**src/verilog/mcs_map.vh**
```
// constant map for the mixer channel setup control
`ifndef MCS_MAP_VH
`define MCS_MAP_VH

// clock rate and timing figures
`define MCS_CLK_KHZ        50000
`define MCS_ENTER_HOLD_MS  5000
`define MCS_EXIT_HOLD_MS   2000
`define MCS_CONFIRM_MS     1000
`define MCS_SHOW_DELAY_MS  500
`define MCS_FLASH_HALF_MS  250
`define MCS_MOM_PULSE_MS   200
`define MCS_DEBOUNCE_US    10
`define MCS_ENTER_CYC      (`MCS_ENTER_HOLD_MS * `MCS_CLK_KHZ)
`define MCS_EXIT_CYC       (`MCS_EXIT_HOLD_MS * `MCS_CLK_KHZ)
`define MCS_CONFIRM_CYC    (`MCS_CONFIRM_MS * `MCS_CLK_KHZ)
`define MCS_SHOW_CYC       (`MCS_SHOW_DELAY_MS * `MCS_CLK_KHZ)
`define MCS_FLASH_CYC      (`MCS_FLASH_HALF_MS * `MCS_CLK_KHZ)
`define MCS_MOM_CYC        (`MCS_MOM_PULSE_MS * `MCS_CLK_KHZ)
`define MCS_DEBOUNCE_CYC   ((`MCS_DEBOUNCE_US * `MCS_CLK_KHZ + 999) / 1000)
`define MCS_FAST_BIT       21

// debounced input vector positions
`define MCS_IN_PGM         0
`define MCS_IN_AUD         1
`define MCS_IN_PFL         2
`define MCS_IN_ON          3
`define MCS_IN_INP         4
`define MCS_IN_FADER       5
`define MCS_IN_GPIO        6
`define MCS_IN_W           8

// remote pin function bits
`define MCS_FN_MOM         0
`define MCS_FN_AH          1
`define MCS_FN_OUT         2

// remote pin action codes
`define MCS_ACT_NONE       3'h0
`define MCS_ACT_CHAN       3'h1
`define MCS_ACT_RED        3'h2
`define MCS_ACT_GREEN      3'h3
`define MCS_ACT_FADER      3'h4

// button modes
`define MCS_MODE_NORMAL    2'h1
`define MCS_MODE_FORCE_A   2'h2
`define MCS_MODE_FORCE_B   2'h3
`define MCS_ON_DARK        4'h3
`define MCS_ON_GPIO_A      4'h5
`define MCS_ON_GPIO_B      4'h6

// reset values
`define MCS_RST_FUNC       3'h0
`define MCS_RST_ACT        3'h0
`define MCS_RST_MODE       2'h1

// retained configuration word layout
`define MCS_NV_W           18
`define MCS_NV_FUNC0       0
`define MCS_NV_ACT0        3
`define MCS_NV_FUNC1       6
`define MCS_NV_ACT1        9
`define MCS_NV_PGM         12
`define MCS_NV_AUD         14
`define MCS_NV_INP         16

`endif

```
**src/verilog/unused_placeholder_removed.v**
```verilog
// timescale setting only; this file holds no module
`timescale 1ns/1ps
```
**src/verilog/mcs_ctrl.v**
```verilog
// mixer channel setup control: remote pin setup, button mode setup and run logic
//
// Operation
// - pin function shown on ON, PFL, AUDITION_BUS_BUTTON LEDs
// - program cycles, ON commits, program flashes, advance
// - action list follows pin direction
// - input actions shown as LED codes
// - momentary channel-on input acts as ON press, latching one sets channel on to its level
// - red indicator input drives ON red LED
// - green indicator input drives ON green LED
// - fader-open input forces fader fully open
// - latching output channel-on drives pin while live, momentary one pulses it when going live
// - second pin configured same way after first
// - ON after second action stores, a further ON leaves setup
// - program plus audition 5 s enters mode setup
// - each button flashes its mode number
// - press increments mode, wraps to one
// - program plus audition 2 s exits setup
// - program button modes normal, on, off
// - audition button modes normal, on, off
// - input selector modes normal, two, one
// - button modes retained across power cycles
// - program held, audition five times, enters
// - remote pin settings kept non-volatile
// - program flashes fast one second on commit
`timescale 1ns/1ps
`include "mcs_map.vh"

module mcs_ctrl #(
   parameter [31:0] ENTER_CYC = `MCS_ENTER_CYC,
   parameter [31:0] EXIT_CYC  = `MCS_EXIT_CYC,
   parameter [31:0] CONF_CYC  = `MCS_CONFIRM_CYC,
   parameter [31:0] SHOW_CYC  = `MCS_SHOW_CYC,
   parameter [31:0] FLASH_CYC = `MCS_FLASH_CYC,
   parameter [31:0] MOM_CYC   = `MCS_MOM_CYC
)(
   input  wire                  CLK_SYS,
   input  wire                  RST_N,
   input  wire                  PROGRAM_BUS_BUTTON,
   input  wire                  AUDITION_BUS_BUTTON,
   input  wire                  PREFADE_LISTEN_BUTTON,
   input  wire                  ON_BUTTON,
   input  wire                  INPUT_SELECT_BUTTON,
   input  wire                  FADER_UP,
   input  wire [1:0]            GPIO_IN,
   input  wire [3:0]            ON_MODE,
   input  wire [`MCS_NV_W-1:0]  NV_LOAD_DATA,
   output reg  [1:0]            GPIO_OUT,
   output reg  [1:0]            GPIO_OE,
   output reg                   PROGRAM_BUS_LED,
   output reg                   AUDITION_BUS_LED,
   output reg                   PREFADE_LISTEN_LED,
   output reg                   ON_RED_LED,
   output reg                   ON_GREEN_LED,
   output reg                   INPUT_TWO_LED,
   output reg                   PROGRAM_BUS_SEL,
   output reg                   AUDITION_BUS_SEL,
   output reg                   INPUT_ONE_SELECT,
   output reg                   INPUT_TWO_SELECT,
   output reg                   PREFADE_LISTEN_ON,
   output reg                   CHANNEL_ON,
   output reg                   CHANNEL_LIVE,
   output reg                   FADER_FORCED,
   output reg                   SETUP_ACTIVE,
   output reg                   NV_STORE,
   output wire [`MCS_NV_W-1:0]  NV_STORE_DATA
);
   localparam [2:0] ST_RUN     = 3'h0;
   localparam [2:0] ST_RP_WAIT = 3'h1;
   localparam [2:0] ST_RP_FUNC = 3'h2;
   localparam [2:0] ST_RP_ACT  = 3'h3;
   localparam [2:0] ST_RP_DONE = 3'h4;
   localparam [2:0] ST_BM      = 3'h5;

   wire [`MCS_IN_W-1:0] db;
   reg  [`MCS_IN_W-1:0] db_q;
   wire [`MCS_IN_W-1:0] prs = db & ~db_q;
   wire [`MCS_IN_W-1:0] rel = ~db & db_q;

   reg  [2:0]  st_q;
   reg         pin_q;
   reg  [31:0] hold_q;
   reg  [31:0] tmr_q;
   reg  [31:0] conf_q;
   reg  [2:0]  aud_cnt_q;
   reg         armed_q;
   reg         combo_q;
   reg  [3:0]  slot_q;
   reg         loaded_q;
   reg  [2:0]  func_q [0:1];
   reg  [2:0]  act_q  [0:1];
   reg  [31:0] pul_q  [0:1];
   reg  [1:0]  mode_pgm_q;
   reg  [1:0]  mode_aud_q;
   reg  [1:0]  mode_inp_q;
   reg         chan_on_q;
   reg         pgm_bus_q;
   reg         aud_bus_q;
   reg         inp_two_q;
   reg         pfl_q;
   reg  [1:0]  actv_q;
   reg         live_q;

   reg  [1:0]  actv;
   reg  [1:0]  out_act;
   reg         chan_tog;
   reg         chan_set;
   reg         chan_val;
   reg         red_in;
   reg         green_in;
   reg         fader_frc;
   integer     j;
   integer     k;

   // next action in the list offered for this pin direction
   function [2:0] act_next;
      input [2:0] fn;
      input [2:0] act;
      begin
         if (fn[`MCS_FN_OUT] ? (act >= `MCS_ACT_CHAN) : (act >= `MCS_ACT_FADER))
            act_next = `MCS_ACT_NONE;
         else
            act_next = act + 3'h1;
      end
   endfunction

   // keep an action inside the list for this pin direction
   function [2:0] act_fit;
      input [2:0] fn;
      input [2:0] act;
      begin
         if (fn[`MCS_FN_OUT] ? (act > `MCS_ACT_CHAN) : (act > `MCS_ACT_FADER))
            act_fit = `MCS_ACT_NONE;
         else
            act_fit = act;
      end
   endfunction

   function [1:0] mode_inc;
      input [1:0] m;
      begin
         mode_inc = (m >= `MCS_MODE_FORCE_B) ? `MCS_MODE_NORMAL : m + 2'h1;
      end
   endfunction

   // lit during the first m odd-free slots of the sixteen-slot cycle
   function flash_lit;
      input [1:0] m;
      input [3:0] slot;
      begin
         flash_lit = ~slot[0] && (slot[3:1] < {1'b0, m});
      end
   endfunction

   mcs_debounce #(
      .W   (`MCS_IN_W),
      .CYC (`MCS_DEBOUNCE_CYC)
   ) u_debounce (
      .clk   (CLK_SYS),
      .rst_n (RST_N),
      .din   ({GPIO_IN, FADER_UP, INPUT_SELECT_BUTTON, ON_BUTTON,
               PREFADE_LISTEN_BUTTON, AUDITION_BUS_BUTTON, PROGRAM_BUS_BUTTON}),
      .dout  (db)
   );

   assign NV_STORE_DATA = {mode_inp_q, mode_aud_q, mode_pgm_q,
                           act_q[1], func_q[1], act_q[0], func_q[0]};

   wire        on_gpio  = (ON_MODE == `MCS_ON_GPIO_A) || (ON_MODE == `MCS_ON_GPIO_B);
   wire        on_force = (ON_MODE >= `MCS_ON_DARK);
   wire        chan_eff = chan_on_q | on_force;
   wire        fader_ef = db[`MCS_IN_FADER] | fader_frc;
   wire        live     = chan_eff & fader_ef;
   wire [2:0]  cur_func = func_q[pin_q];
   wire [2:0]  cur_act  = act_q[pin_q];
   wire        conf_on  = (conf_q != 32'h0);
   wire        fast_lit = conf_on & conf_q[`MCS_FAST_BIT];
   wire        pgm_sel  = (mode_pgm_q == `MCS_MODE_NORMAL) ? pgm_bus_q :
                          (mode_pgm_q == `MCS_MODE_FORCE_A);
   wire        aud_sel  = (mode_aud_q == `MCS_MODE_NORMAL) ? aud_bus_q :
                          (mode_aud_q == `MCS_MODE_FORCE_A);
   wire        inp_two  = (mode_inp_q == `MCS_MODE_NORMAL) ? inp_two_q :
                          (mode_inp_q == `MCS_MODE_FORCE_A);

   // remote pin run-time decode
   always @* begin
      chan_tog  = 1'b0;
      chan_set  = 1'b0;
      chan_val  = 1'b0;
      red_in    = 1'b0;
      green_in  = 1'b0;
      fader_frc = 1'b0;
      for (j = 0; j < 2; j = j + 1) begin
         actv[j]    = db[`MCS_IN_GPIO + j] ~^ func_q[j][`MCS_FN_AH];
         out_act[j] = func_q[j][`MCS_FN_OUT] && (act_q[j] == `MCS_ACT_CHAN) &&
                      (func_q[j][`MCS_FN_MOM] ? (pul_q[j] != 32'h0) : live);
         if (!func_q[j][`MCS_FN_OUT]) begin
            if (act_q[j] == `MCS_ACT_CHAN) begin
               if (func_q[j][`MCS_FN_MOM]) begin
                  if (actv[j] && !actv_q[j])
                     chan_tog = 1'b1;
               end else if (actv[j] != actv_q[j]) begin
                  chan_set = 1'b1;
                  chan_val = actv[j];
               end
            end
            if (act_q[j] == `MCS_ACT_RED && actv[j])
               red_in = 1'b1;
            if (act_q[j] == `MCS_ACT_GREEN && actv[j])
               green_in = 1'b1;
            if (act_q[j] == `MCS_ACT_FADER && actv[j])
               fader_frc = 1'b1;
         end
      end
   end

   always @(posedge CLK_SYS) begin
      if (!RST_N) begin
         db_q       <= {`MCS_IN_W{1'b0}};
         st_q       <= ST_RUN;
         pin_q      <= 1'b0;
         hold_q     <= 32'h0;
         tmr_q      <= 32'h0;
         conf_q     <= 32'h0;
         aud_cnt_q  <= 3'h0;
         armed_q    <= 1'b0;
         combo_q    <= 1'b0;
         slot_q     <= 4'h0;
         loaded_q   <= 1'b0;
         mode_pgm_q <= `MCS_RST_MODE;
         mode_aud_q <= `MCS_RST_MODE;
         mode_inp_q <= `MCS_RST_MODE;
         chan_on_q  <= 1'b0;
         pgm_bus_q  <= 1'b0;
         aud_bus_q  <= 1'b0;
         inp_two_q  <= 1'b0;
         pfl_q      <= 1'b0;
         actv_q     <= 2'h0;
         live_q     <= 1'b0;
         NV_STORE   <= 1'b0;
         GPIO_OUT   <= 2'h0;
         GPIO_OE    <= 2'h0;
         SETUP_ACTIVE <= 1'b0;
         CHANNEL_ON <= 1'b0;
         CHANNEL_LIVE <= 1'b0;
         for (k = 0; k < 2; k = k + 1) begin
            func_q[k] <= `MCS_RST_FUNC;
            act_q[k]  <= `MCS_RST_ACT;
            pul_q[k]  <= 32'h0;
         end
      end else begin
         db_q     <= db;
         actv_q   <= actv;
         live_q   <= live;
         NV_STORE <= 1'b0;
         if (conf_on)
            conf_q <= conf_q - 32'h1;
         // long press count runs only while both buttons stay down
         if (db[`MCS_IN_PGM] && db[`MCS_IN_AUD]) begin
            if (hold_q != 32'hFFFFFFFF)
               hold_q <= hold_q + 32'h1;
         end else begin
            hold_q <= 32'h0;
         end
         for (k = 0; k < 2; k = k + 1) begin
            if (live && !live_q)
               pul_q[k] <= MOM_CYC;
            else if (pul_q[k] != 32'h0)
               pul_q[k] <= pul_q[k] - 32'h1;
         end
         if (!loaded_q) begin
            // restore retained settings once after reset
            loaded_q   <= 1'b1;
            func_q[0]  <= NV_LOAD_DATA[`MCS_NV_FUNC0 +: 3];
            act_q[0]   <= NV_LOAD_DATA[`MCS_NV_ACT0 +: 3];
            func_q[1]  <= NV_LOAD_DATA[`MCS_NV_FUNC1 +: 3];
            act_q[1]   <= NV_LOAD_DATA[`MCS_NV_ACT1 +: 3];
            mode_pgm_q <= NV_LOAD_DATA[`MCS_NV_PGM +: 2];
            mode_aud_q <= NV_LOAD_DATA[`MCS_NV_AUD +: 2];
            mode_inp_q <= NV_LOAD_DATA[`MCS_NV_INP +: 2];
         end else begin
            case (st_q)
               ST_RUN: begin
                  if (!db[`MCS_IN_PGM])
                     aud_cnt_q <= 3'h0;
                  else if (prs[`MCS_IN_AUD])
                     aud_cnt_q <= aud_cnt_q + 3'h1;
                  if (hold_q == ENTER_CYC - 32'h1) begin
                     st_q    <= ST_BM;
                     armed_q <= 1'b0;
                     combo_q <= 1'b1;
                     slot_q  <= 4'h0;
                     tmr_q   <= 32'h0;
                  end else if (db[`MCS_IN_PGM] && prs[`MCS_IN_AUD] &&
                               aud_cnt_q == 3'h4) begin
                     st_q      <= ST_RP_WAIT;
                     pin_q     <= 1'b0;
                     tmr_q     <= 32'h0;
                     aud_cnt_q <= 3'h0;
                  end else begin
                     if (prs[`MCS_IN_PGM])
                        pgm_bus_q <= ~pgm_bus_q;
                     if (prs[`MCS_IN_AUD] && !db[`MCS_IN_PGM])
                        aud_bus_q <= ~aud_bus_q;
                     if (prs[`MCS_IN_PFL])
                        pfl_q <= ~pfl_q;
                     if (prs[`MCS_IN_INP])
                        inp_two_q <= ~inp_two_q;
                     if (prs[`MCS_IN_ON] || chan_tog)
                        chan_on_q <= ~chan_on_q;
                     else if (chan_set)
                        chan_on_q <= chan_val;
                  end
               end
               ST_RP_WAIT: begin
                  if (tmr_q >= SHOW_CYC - 32'h1)
                     st_q <= ST_RP_FUNC;
                  else
                     tmr_q <= tmr_q + 32'h1;
               end
               ST_RP_FUNC: begin
                  if (!conf_on && prs[`MCS_IN_ON]) begin
                     act_q[pin_q] <= act_fit(cur_func, cur_act);
                     conf_q       <= CONF_CYC;
                     NV_STORE     <= 1'b1;
                     st_q         <= ST_RP_ACT;
                  end else if (!conf_on && prs[`MCS_IN_PGM]) begin
                     func_q[pin_q] <= cur_func + 3'h1;
                  end
               end
               ST_RP_ACT: begin
                  if (!conf_on && prs[`MCS_IN_ON]) begin
                     conf_q   <= CONF_CYC;
                     NV_STORE <= 1'b1;
                     if (!pin_q) begin
                        pin_q <= 1'b1;
                        st_q  <= ST_RP_FUNC;
                     end else begin
                        st_q <= ST_RP_DONE;
                     end
                  end else if (!conf_on && prs[`MCS_IN_PGM]) begin
                     act_q[pin_q] <= act_next(cur_func, cur_act);
                  end
               end
               ST_RP_DONE: begin
                  if (!conf_on && prs[`MCS_IN_ON])
                     st_q <= ST_RUN;
               end
               ST_BM: begin
                  if (tmr_q >= FLASH_CYC - 32'h1) begin
                     tmr_q  <= 32'h0;
                     slot_q <= slot_q + 4'h1;
                  end else begin
                     tmr_q <= tmr_q + 32'h1;
                  end
                  if (db[`MCS_IN_PGM] && db[`MCS_IN_AUD])
                     combo_q <= 1'b1;
                  else if (!db[`MCS_IN_PGM] && !db[`MCS_IN_AUD]) begin
                     combo_q <= 1'b0;
                     armed_q <= 1'b1;
                  end
                  if (armed_q && hold_q == EXIT_CYC - 32'h1) begin
                     st_q     <= ST_RUN;
                     NV_STORE <= 1'b1;
                  end else if (armed_q) begin
                     if (rel[`MCS_IN_PGM] && !combo_q)
                        mode_pgm_q <= mode_inc(mode_pgm_q);
                     if (rel[`MCS_IN_AUD] && !combo_q)
                        mode_aud_q <= mode_inc(mode_aud_q);
                     if (prs[`MCS_IN_INP])
                        mode_inp_q <= mode_inc(mode_inp_q);
                  end
               end
               default: st_q <= ST_RUN;
            endcase
         end

         // registered outputs
         SETUP_ACTIVE      <= (st_q != ST_RUN);
         PROGRAM_BUS_SEL   <= pgm_sel;
         AUDITION_BUS_SEL  <= aud_sel;
         INPUT_TWO_SELECT  <= inp_two;
         INPUT_ONE_SELECT  <= ~inp_two;
         PREFADE_LISTEN_ON <= pfl_q;
         CHANNEL_ON        <= chan_eff;
         CHANNEL_LIVE      <= live;
         FADER_FORCED      <= fader_frc;
         for (k = 0; k < 2; k = k + 1) begin
            GPIO_OE[k]  <= func_q[k][`MCS_FN_OUT];
            GPIO_OUT[k] <= out_act[k] ~^ func_q[k][`MCS_FN_AH];
         end
         case (st_q)
            ST_RUN: begin
               PROGRAM_BUS_LED    <= pgm_sel;
               AUDITION_BUS_LED   <= aud_sel;
               PREFADE_LISTEN_LED <= pfl_q;
               INPUT_TWO_LED      <= inp_two;
               if (on_gpio) begin
                  ON_RED_LED   <= red_in;
                  ON_GREEN_LED <= green_in;
               end else begin
                  ON_RED_LED   <= (ON_MODE != `MCS_ON_DARK) & chan_eff & ~live;
                  ON_GREEN_LED <= (ON_MODE != `MCS_ON_DARK) & live;
               end
            end
            ST_RP_FUNC, ST_RP_ACT: begin
               // same LED code for function and action lists
               PROGRAM_BUS_LED    <= fast_lit;
               ON_GREEN_LED       <= (st_q == ST_RP_FUNC) ? cur_func[0] : cur_act[0];
               ON_RED_LED         <= 1'b0;
               PREFADE_LISTEN_LED <= (st_q == ST_RP_FUNC) ? cur_func[1] : cur_act[1];
               AUDITION_BUS_LED   <= (st_q == ST_RP_FUNC) ? cur_func[2] : cur_act[2];
               INPUT_TWO_LED      <= 1'b0;
            end
            ST_BM: begin
               PROGRAM_BUS_LED    <= flash_lit(mode_pgm_q, slot_q);
               AUDITION_BUS_LED   <= flash_lit(mode_aud_q, slot_q);
               INPUT_TWO_LED      <= flash_lit(mode_inp_q, slot_q);
               PREFADE_LISTEN_LED <= 1'b0;
               ON_RED_LED         <= 1'b0;
               ON_GREEN_LED       <= 1'b0;
            end
            default: begin
               PROGRAM_BUS_LED    <= fast_lit;
               AUDITION_BUS_LED   <= 1'b0;
               PREFADE_LISTEN_LED <= 1'b0;
               INPUT_TWO_LED      <= 1'b0;
               ON_RED_LED         <= 1'b0;
               ON_GREEN_LED       <= 1'b0;
            end
         endcase
      end
   end

endmodule

```
**src/verilog/mcs_debounce.v**
```verilog
// two-stage synchroniser and debounce filter for panel and remote inputs
`timescale 1ns/1ps
`include "mcs_map.vh"

module mcs_debounce #(
   parameter        W   = `MCS_IN_W,
   parameter [31:0] CYC = `MCS_DEBOUNCE_CYC
)(
   input  wire         clk,
   input  wire         rst_n,
   input  wire [W-1:0] din,
   output reg  [W-1:0] dout
);
   reg [W-1:0] s1_q;
   reg [W-1:0] s2_q;
   reg [W-1:0] s3_q;
   reg [31:0]  cnt_q;

   always @(posedge clk) begin
      if (!rst_n) begin
         s1_q  <= {W{1'b0}};
         s2_q  <= {W{1'b0}};
         s3_q  <= {W{1'b0}};
         cnt_q <= 32'h0;
         dout  <= {W{1'b0}};
      end else begin
         s1_q <= din;
         s2_q <= s1_q;
         s3_q <= s2_q;
         // restart the quiet period on any change
         if (s2_q != s3_q) begin
            cnt_q <= 32'h0;
         end else if (cnt_q >= CYC - 32'h1) begin
            dout <= s3_q;
         end else begin
            cnt_q <= cnt_q + 32'h1;
         end
      end
   end
endmodule

```
**config.mk**
```make
export PLATFORM = sky130hd
export DESIGN_NAME = mcs_ctrl
export DESIGN_NICKNAME = d
export VERILOG_FILES = /design/src/verilog/unused_placeholder_removed.v /design/src/verilog/mcs_ctrl.v /design/src/verilog/mcs_debounce.v
export VERILOG_INCLUDE_DIRS = /design/src /design/src/verilog
export SDC_FILE = /design/constraint.sdc
export NUM_CORES = 1
export LEC_CHECK = 0
export ABC_AREA = 1
export BUFFER_PORTS_ARGS = -buffer_cell sky130_fd_sc_hd__clkbuf_2
export CAP_MARGIN = 0
export CORE_UTILIZATION = 43
export DETAILED_ROUTE_END_ITERATION = 12
export GPL_TIMING_DRIVEN = 0
export HOLD_SLACK_MARGIN = 0.02
export PLACE_DENSITY_LB_ADDON = 0.05
export SYNTH_ARGS = -nofsm -noshare
export SYNTH_HDL_FRONTEND = slang
export SYNTH_HIERARCHICAL = 1
export SYNTH_SLANG_ARGS = --single-unit
```
**constraint.sdc**
```tcl
create_clock -name CLK_SYS -period 3.2 [get_ports CLK_SYS]
set_input_delay 0.64 -clock CLK_SYS [delete_from_list [all_inputs] [get_ports CLK_SYS]]
set_output_delay 0.64 -clock CLK_SYS [all_outputs]
set_load 0.01 [all_outputs]
```
* After elaboration in Yosys (flattened, before gate mapping)
Memory sizes are Yosys's and may differ from the RTL's. A register that Yosys moved wholly into a read port is not among the register bits.
Index checks and enable logic that the tools add are counted.
** Cells by class
- Bitwise gates (word level) :: 36
- Reduce and logical (&&, ||, !) cells :: 66
- Order comparisons :: 14
- Add/subtract/negate cells :: 13
- Multiplexer cells :: 173
- Equality and inequality tests :: 49
** Operators by type and width (count)
- $mux W32 :: 12
- $mux W1 :: 99
- $add A32 B1 Y32 const B :: 3
- $pmux W32 S3 :: 1
- $reduce_bool A32 Y1 :: 3
- $sub A32 B1 Y32 const B :: 3
- $mux W3 :: 30
- $mux W2 :: 18
- $reduce_and A5 Y1 :: 7
- $eq A32 B27 Y1 const B :: 1
- $eq A32 B28 Y1 const B :: 1
- $ge A32 B24 Y1 const B :: 1
- $ge A32 B25 Y1 const B :: 1
- $ge A32 B9 Y1 const B :: 1
- $ne A32 B32 Y1 const B :: 1
- $ne A2 B2 Y1 const B :: 15
- $logic_and A1 B1 Y1 :: 26
- $reduce_and A4 Y1 :: 6
- $eq A3 B2 Y1 const B :: 6
- $pmux W3 S6 :: 1
- $pmux W1 S2 :: 8
- $eq A3 B3 Y1 const B :: 5
- $not A1 Y1 :: 12
- $or A1 B1 Y1 :: 11
- 37 further kinds :: 79
** Word-level totals
- RAM bits :: 76
- Memories :: 3
- Bits in registers :: 212
- Output and inout bits :: 38
- Input bits :: 32
** Memories
- pul_q :: words 2, bits a word 32, rd ports 2, clocked after memory_dff 0, wr ports 2, RTL line mcs_ctrl.v:92 : reg [31:0] pul_q [0:1];
- act_q :: words 2, bits a word 3, rd ports 3, clocked after memory_dff 1, wr ports 2, RTL line mcs_ctrl.v:91 : reg [2:0] act_q [0:1];
- func_q :: words 2, bits a word 3, rd ports 3, clocked after memory_dff 1, wr ports 2, RTL line mcs_ctrl.v:90 : reg [2:0] func_q [0:1];

* Longest topological paths before layout
An unclocked memory read counts as a cell.
- Depth in word-level cells :: 15
- Mapped depth :: 15

* Cells and area by module
Netlist, hierarchy kept.
** Modules (own cells, without submodules)
- mcs_ctrl :: instances 1, sequential area each 5385.2 um^2, area an instance 13455.4 um^2, cells an instance 1927
- mcs_debounce :: instances 1, sequential area each 1281.2 um^2, area an instance 2568.7 um^2, cells an instance 310

* Least setup slack after synthesis
OpenSTA, ideal clock, no wires.
- Kind :: input to register
- Start :: input RST_N
- End :: memory pul_q[0][0], enable pin
- Library setup time :: 0.561 ns
- Data required time :: 2.639 ns
- Stages on the path :: 5
- Slack :: 0.632 ns
- Arrival time :: 2.007 ns
- Buffers on the path :: 2
- Cell sequence :: clkbuf_1 > clkbuf_1 > nand2_1 > inv_1 > nand3_1
** RTL lines
- from (decl) :: RTL line mcs_ctrl.v:38 : input wire RST_N,
- to (decl) :: RTL line mcs_ctrl.v:92

==> results.md <==
- Tcrit/Tclk final: 88.63%
- Ports: 70
- Max FO, Critical Path: 32
- Pwr dens: 703.4 nW/um^2
- Max Cap Viol: 0
- CTS Buf Count: 35
- R2R Path Start: func_q[1][1]
- Vias in the first global route: 13460
- DR vias/cell: 5.018
- Syn Nets: 2300
- Core area: 36610 sq um
- Area growth syn-to-layout: 12.96%
- Clk sinks: 289
- Largest net degree at the start of global routing: 33
- Crit. End Element: flip-flop
- Crit path largest cell delay: 0.59 ns
- Worst skew pair latency: 0.55 ns
- Iter 0 DRT Violations: 905
- DRT antenna net count: 0
- Cell mode on critical path: nand3b_1
- Nets: 2406
- Slew Limit Headroom: 27.84%
- Initial antenna violation count: 0
- RSZ-0062 raised after global routing: no
- CP arrival: 3.00 ns
- Crit-path slowest cell: nand2_2
- Syn avg cell area: 7.163 sq um
- Grt ovf: 0
- Starting Density: 43.77%
- Worst setup margin: 0.3638 ns
- Die Y: 195.0 um
- Rows: 70
- DRT Pass-1 Iters: 5
- Hold Path Class: primary input to flip-flop
- Flop-to-flop setup slack: 0.36 ns
- Total power draw: 12.73 mW
- Worst-margin pin slew: 1.074 ns
- Die width: 195.0 um
- Fmax: 352.6 MHz
- Setup CP Type: flip-flop to flip-flop
- FF-to-FF End: pul_q[1][11]
- WP data required: 3.36 ns
- Total of warnings raised by yosys: 6
- Leak: 8.022 nW
- Mapped Area: 16020 sq um
- Diode count: 0
- Final HPWL DP: 32990 um
- Hold_sp: PREFADE_LISTEN_BUTTON
- Die area: 38040 sq um
- Final hold vios: 0
- Fraction of layout cells with a size suffix above 1: 9.793%
- Unique masters post-synth: 50
- TritonCTS clock tree: yes
- Worst Setup Slack post-DPL: -0.8536 ns
- H-tree lvl count: 2
- Input/output buffers: 69
- CP Launch Type: flip-flop
- Crit-path cells: xnor2_1 > nand3_1 > nand3b_1 > nand3b_1 > nand2_1 > inv_1 > nand2_2
- Root Driver: clkbuf_16
- Max Slew Vio Count: 0
- R2R cell count: 7
- Hold-fix buffers, CTS: 0
- Final setup fails: 0
- Clock Path Buffers: 3
- Via count: 14240
- Hold depth: 3
- Clock transition at path regs: 0.06 ns
- First-pass GRT wire length: 69940 um
- DRT Wirelength: 43210 um
- Routability-driven placement congestion ratio: 0.9696
- Minimum clock period: 2.836 ns
- Number of synthesized flops with an enable pin: 88
- Postcts setup bufs: 0
- Post-synth ARST share: 0%
- Worst Hold Endpoint: u_debounce/s1_q[2]
- Family with the most delay on the worst path: simple AND/OR/NAND/NOR gates
- Run status: finished clean
- Post-synth top flop: dfxtp_1
- DR DRC count: 0
- Layout Skew: 0.01919 ns
- Seq/Total Area, Yosys: 41.60%
- Worst vdd ir: 0.3725 mV
- Routed length per instance: 15.23 um
- Mapped Cells: 2237
- GR Util All Layers: 22.97%
- #FFs+latches synth: 289
- Worst path buffer plus inverter count: 1
[area by class of cell]
cell class / instances / area, sq um
buffer: 47 / 245.2
multi-input combinational: 1602 / 8004
clock buffer: 52 / 1012
timing repair buffer: 69 / 345.3
clock inverter: 11 / 117.6
inverter: 299 / 1125
tap: 468 / 585.6
sequential: 289 / 6666
fill: 3703 / 18510
[worst register-to-register path: stages, from the launching register on]
cell,delay (ns)
edfxtp_1,0.57
xnor2_1,0.51
nand3_1,0.17
nand3b_1,0.21
nand3b_1,0.18
nand2_1,0.11
inv_1,0.10
nand2_2,0.59
[worst max-delay path by stage]
stage | startpoint | end | cells after the start
floorplan | RST_N | pul_q[0][0] | 5
global placement | RST_N | pul_q[0][24] | 6
detailed placement | RST_N | pul_q[1][21] | 6
CTS | RST_N | pul_q[1][11] | 6
global route | pul_q[1][0] | pul_q[1][9] | 9
finish | func_q[1][1] | pul_q[1][11] | 7
[metal layers]
layer	up-vias	share of wire (%)	GRT usage [%]
met5	-	0	0
met4	0	3.1	7.903
met3	76	4.4	3.731
met2	276	45	36.83
met1	6502	48	31.33
li1	7382	-	-
[state kept, by name (all words and copies together) (netlist names), 3 cells and up, named ones only]
| register | count |
|---|---|
| func_q | 6 |
| u_debounce/s3_q | 8 |
| u_debounce/dout | 8 |
| u_debounce/s1_q | 8 |
| hold_q | 32 |
| u_debounce/cnt_q | 32 |
| tmr_q | 32 |
| st_q | 3 |
| slot_q | 4 |
| conf_q | 32 |
| aud_cnt_q | 3 |
| db_q | 5 |
| u_debounce/s2_q | 8 |
| act_q | 6 |
| pul_q | 64 |
[synth_stat cells, types with 12 or more instances]
master,instances,share of area (%)
buf_2,14,0.44
edfxtp_1,88,16
nor2_4,24,1.7
nor2_2,14,0.55
nor3_1,63,2.0
clkbuf_1,24,0.56
nor4_1,14,0.55
nand3_1,121,3.8
nand2_2,12,0.47
a21oi_1,73,2.3
xnor2_1,43,2.4
xor2_1,58,3.2
dfxtp_1,201,25
o21ai_0,90,2.8
nand4_1,64,2.5
nand2_1,528,12
inv_1,289,6.8
ha_1,31,2.4
nor2_1,392,9.2
[cells in the final DEF (no fill, tap or decap), types with 24 or more instances in the layout]
master and n:
clkbuf_16 37, nand2_1 527, o21ai_0 90, clkbuf_2 71
edfxtp_1 88, xor2_1 58, a21oi_1 73, nand3_1 120
xnor2_1 43, nor3_1 63, dfxtp_1 201, ha_1 31
clkbuf_1 35, nor2_1 392, inv_1 289, nand4_1 64
nor2_4 24
[logic make-up (layout without fill, tap and decap cells)]
family	count (synthesis)	after routing	synth area share, %
flip-flops	289	289	41.60
buffers and inverters	346	478	8.542
AND/OR/NAND/NOR	1273	1273	35.15
AO/OA/AOI/OAI	196	196	6.692
adder cells (fa/ha/maj)	31	31	2.421
XOR/XNOR	101	101	5.520
multiplexers	1	1	0.07027
[report_power, final]
part | switching, mW | leakage (nW) | internal [mW] | total (mW)
clock | 1.60 | 0.554 | 2.36 | 3.96
sequential | 0.381 | 2.64 | 4.23 | 4.61
combinational | 2.82 | 4.82 | 1.35 | 4.16
[per-stage QoR]
stage	hold WS, ns	TNS [ns]	utilization [%]	instance area, sq um	instances
after global routing	0.2657	0	49.44	18100	2837
final	0.2780	0	49.44	18100	2837
after detailed placement	0.3985	-49.36	46.33	16960	2774
after global placement	0.3957	-66.63	46.31	16960	2774
after floorplan	0.3905	0	-	16020	2237
after CTS	0.2479	0	49.44	18100	2837
[repair_timing]
action                                  CTS  global route
endpoints found under the hold margin     0             0
resized for setup                         2             2
endpoints found under the setup margin   64            32
cloned                                    0             0
Power figures use the tool's default switching activity.
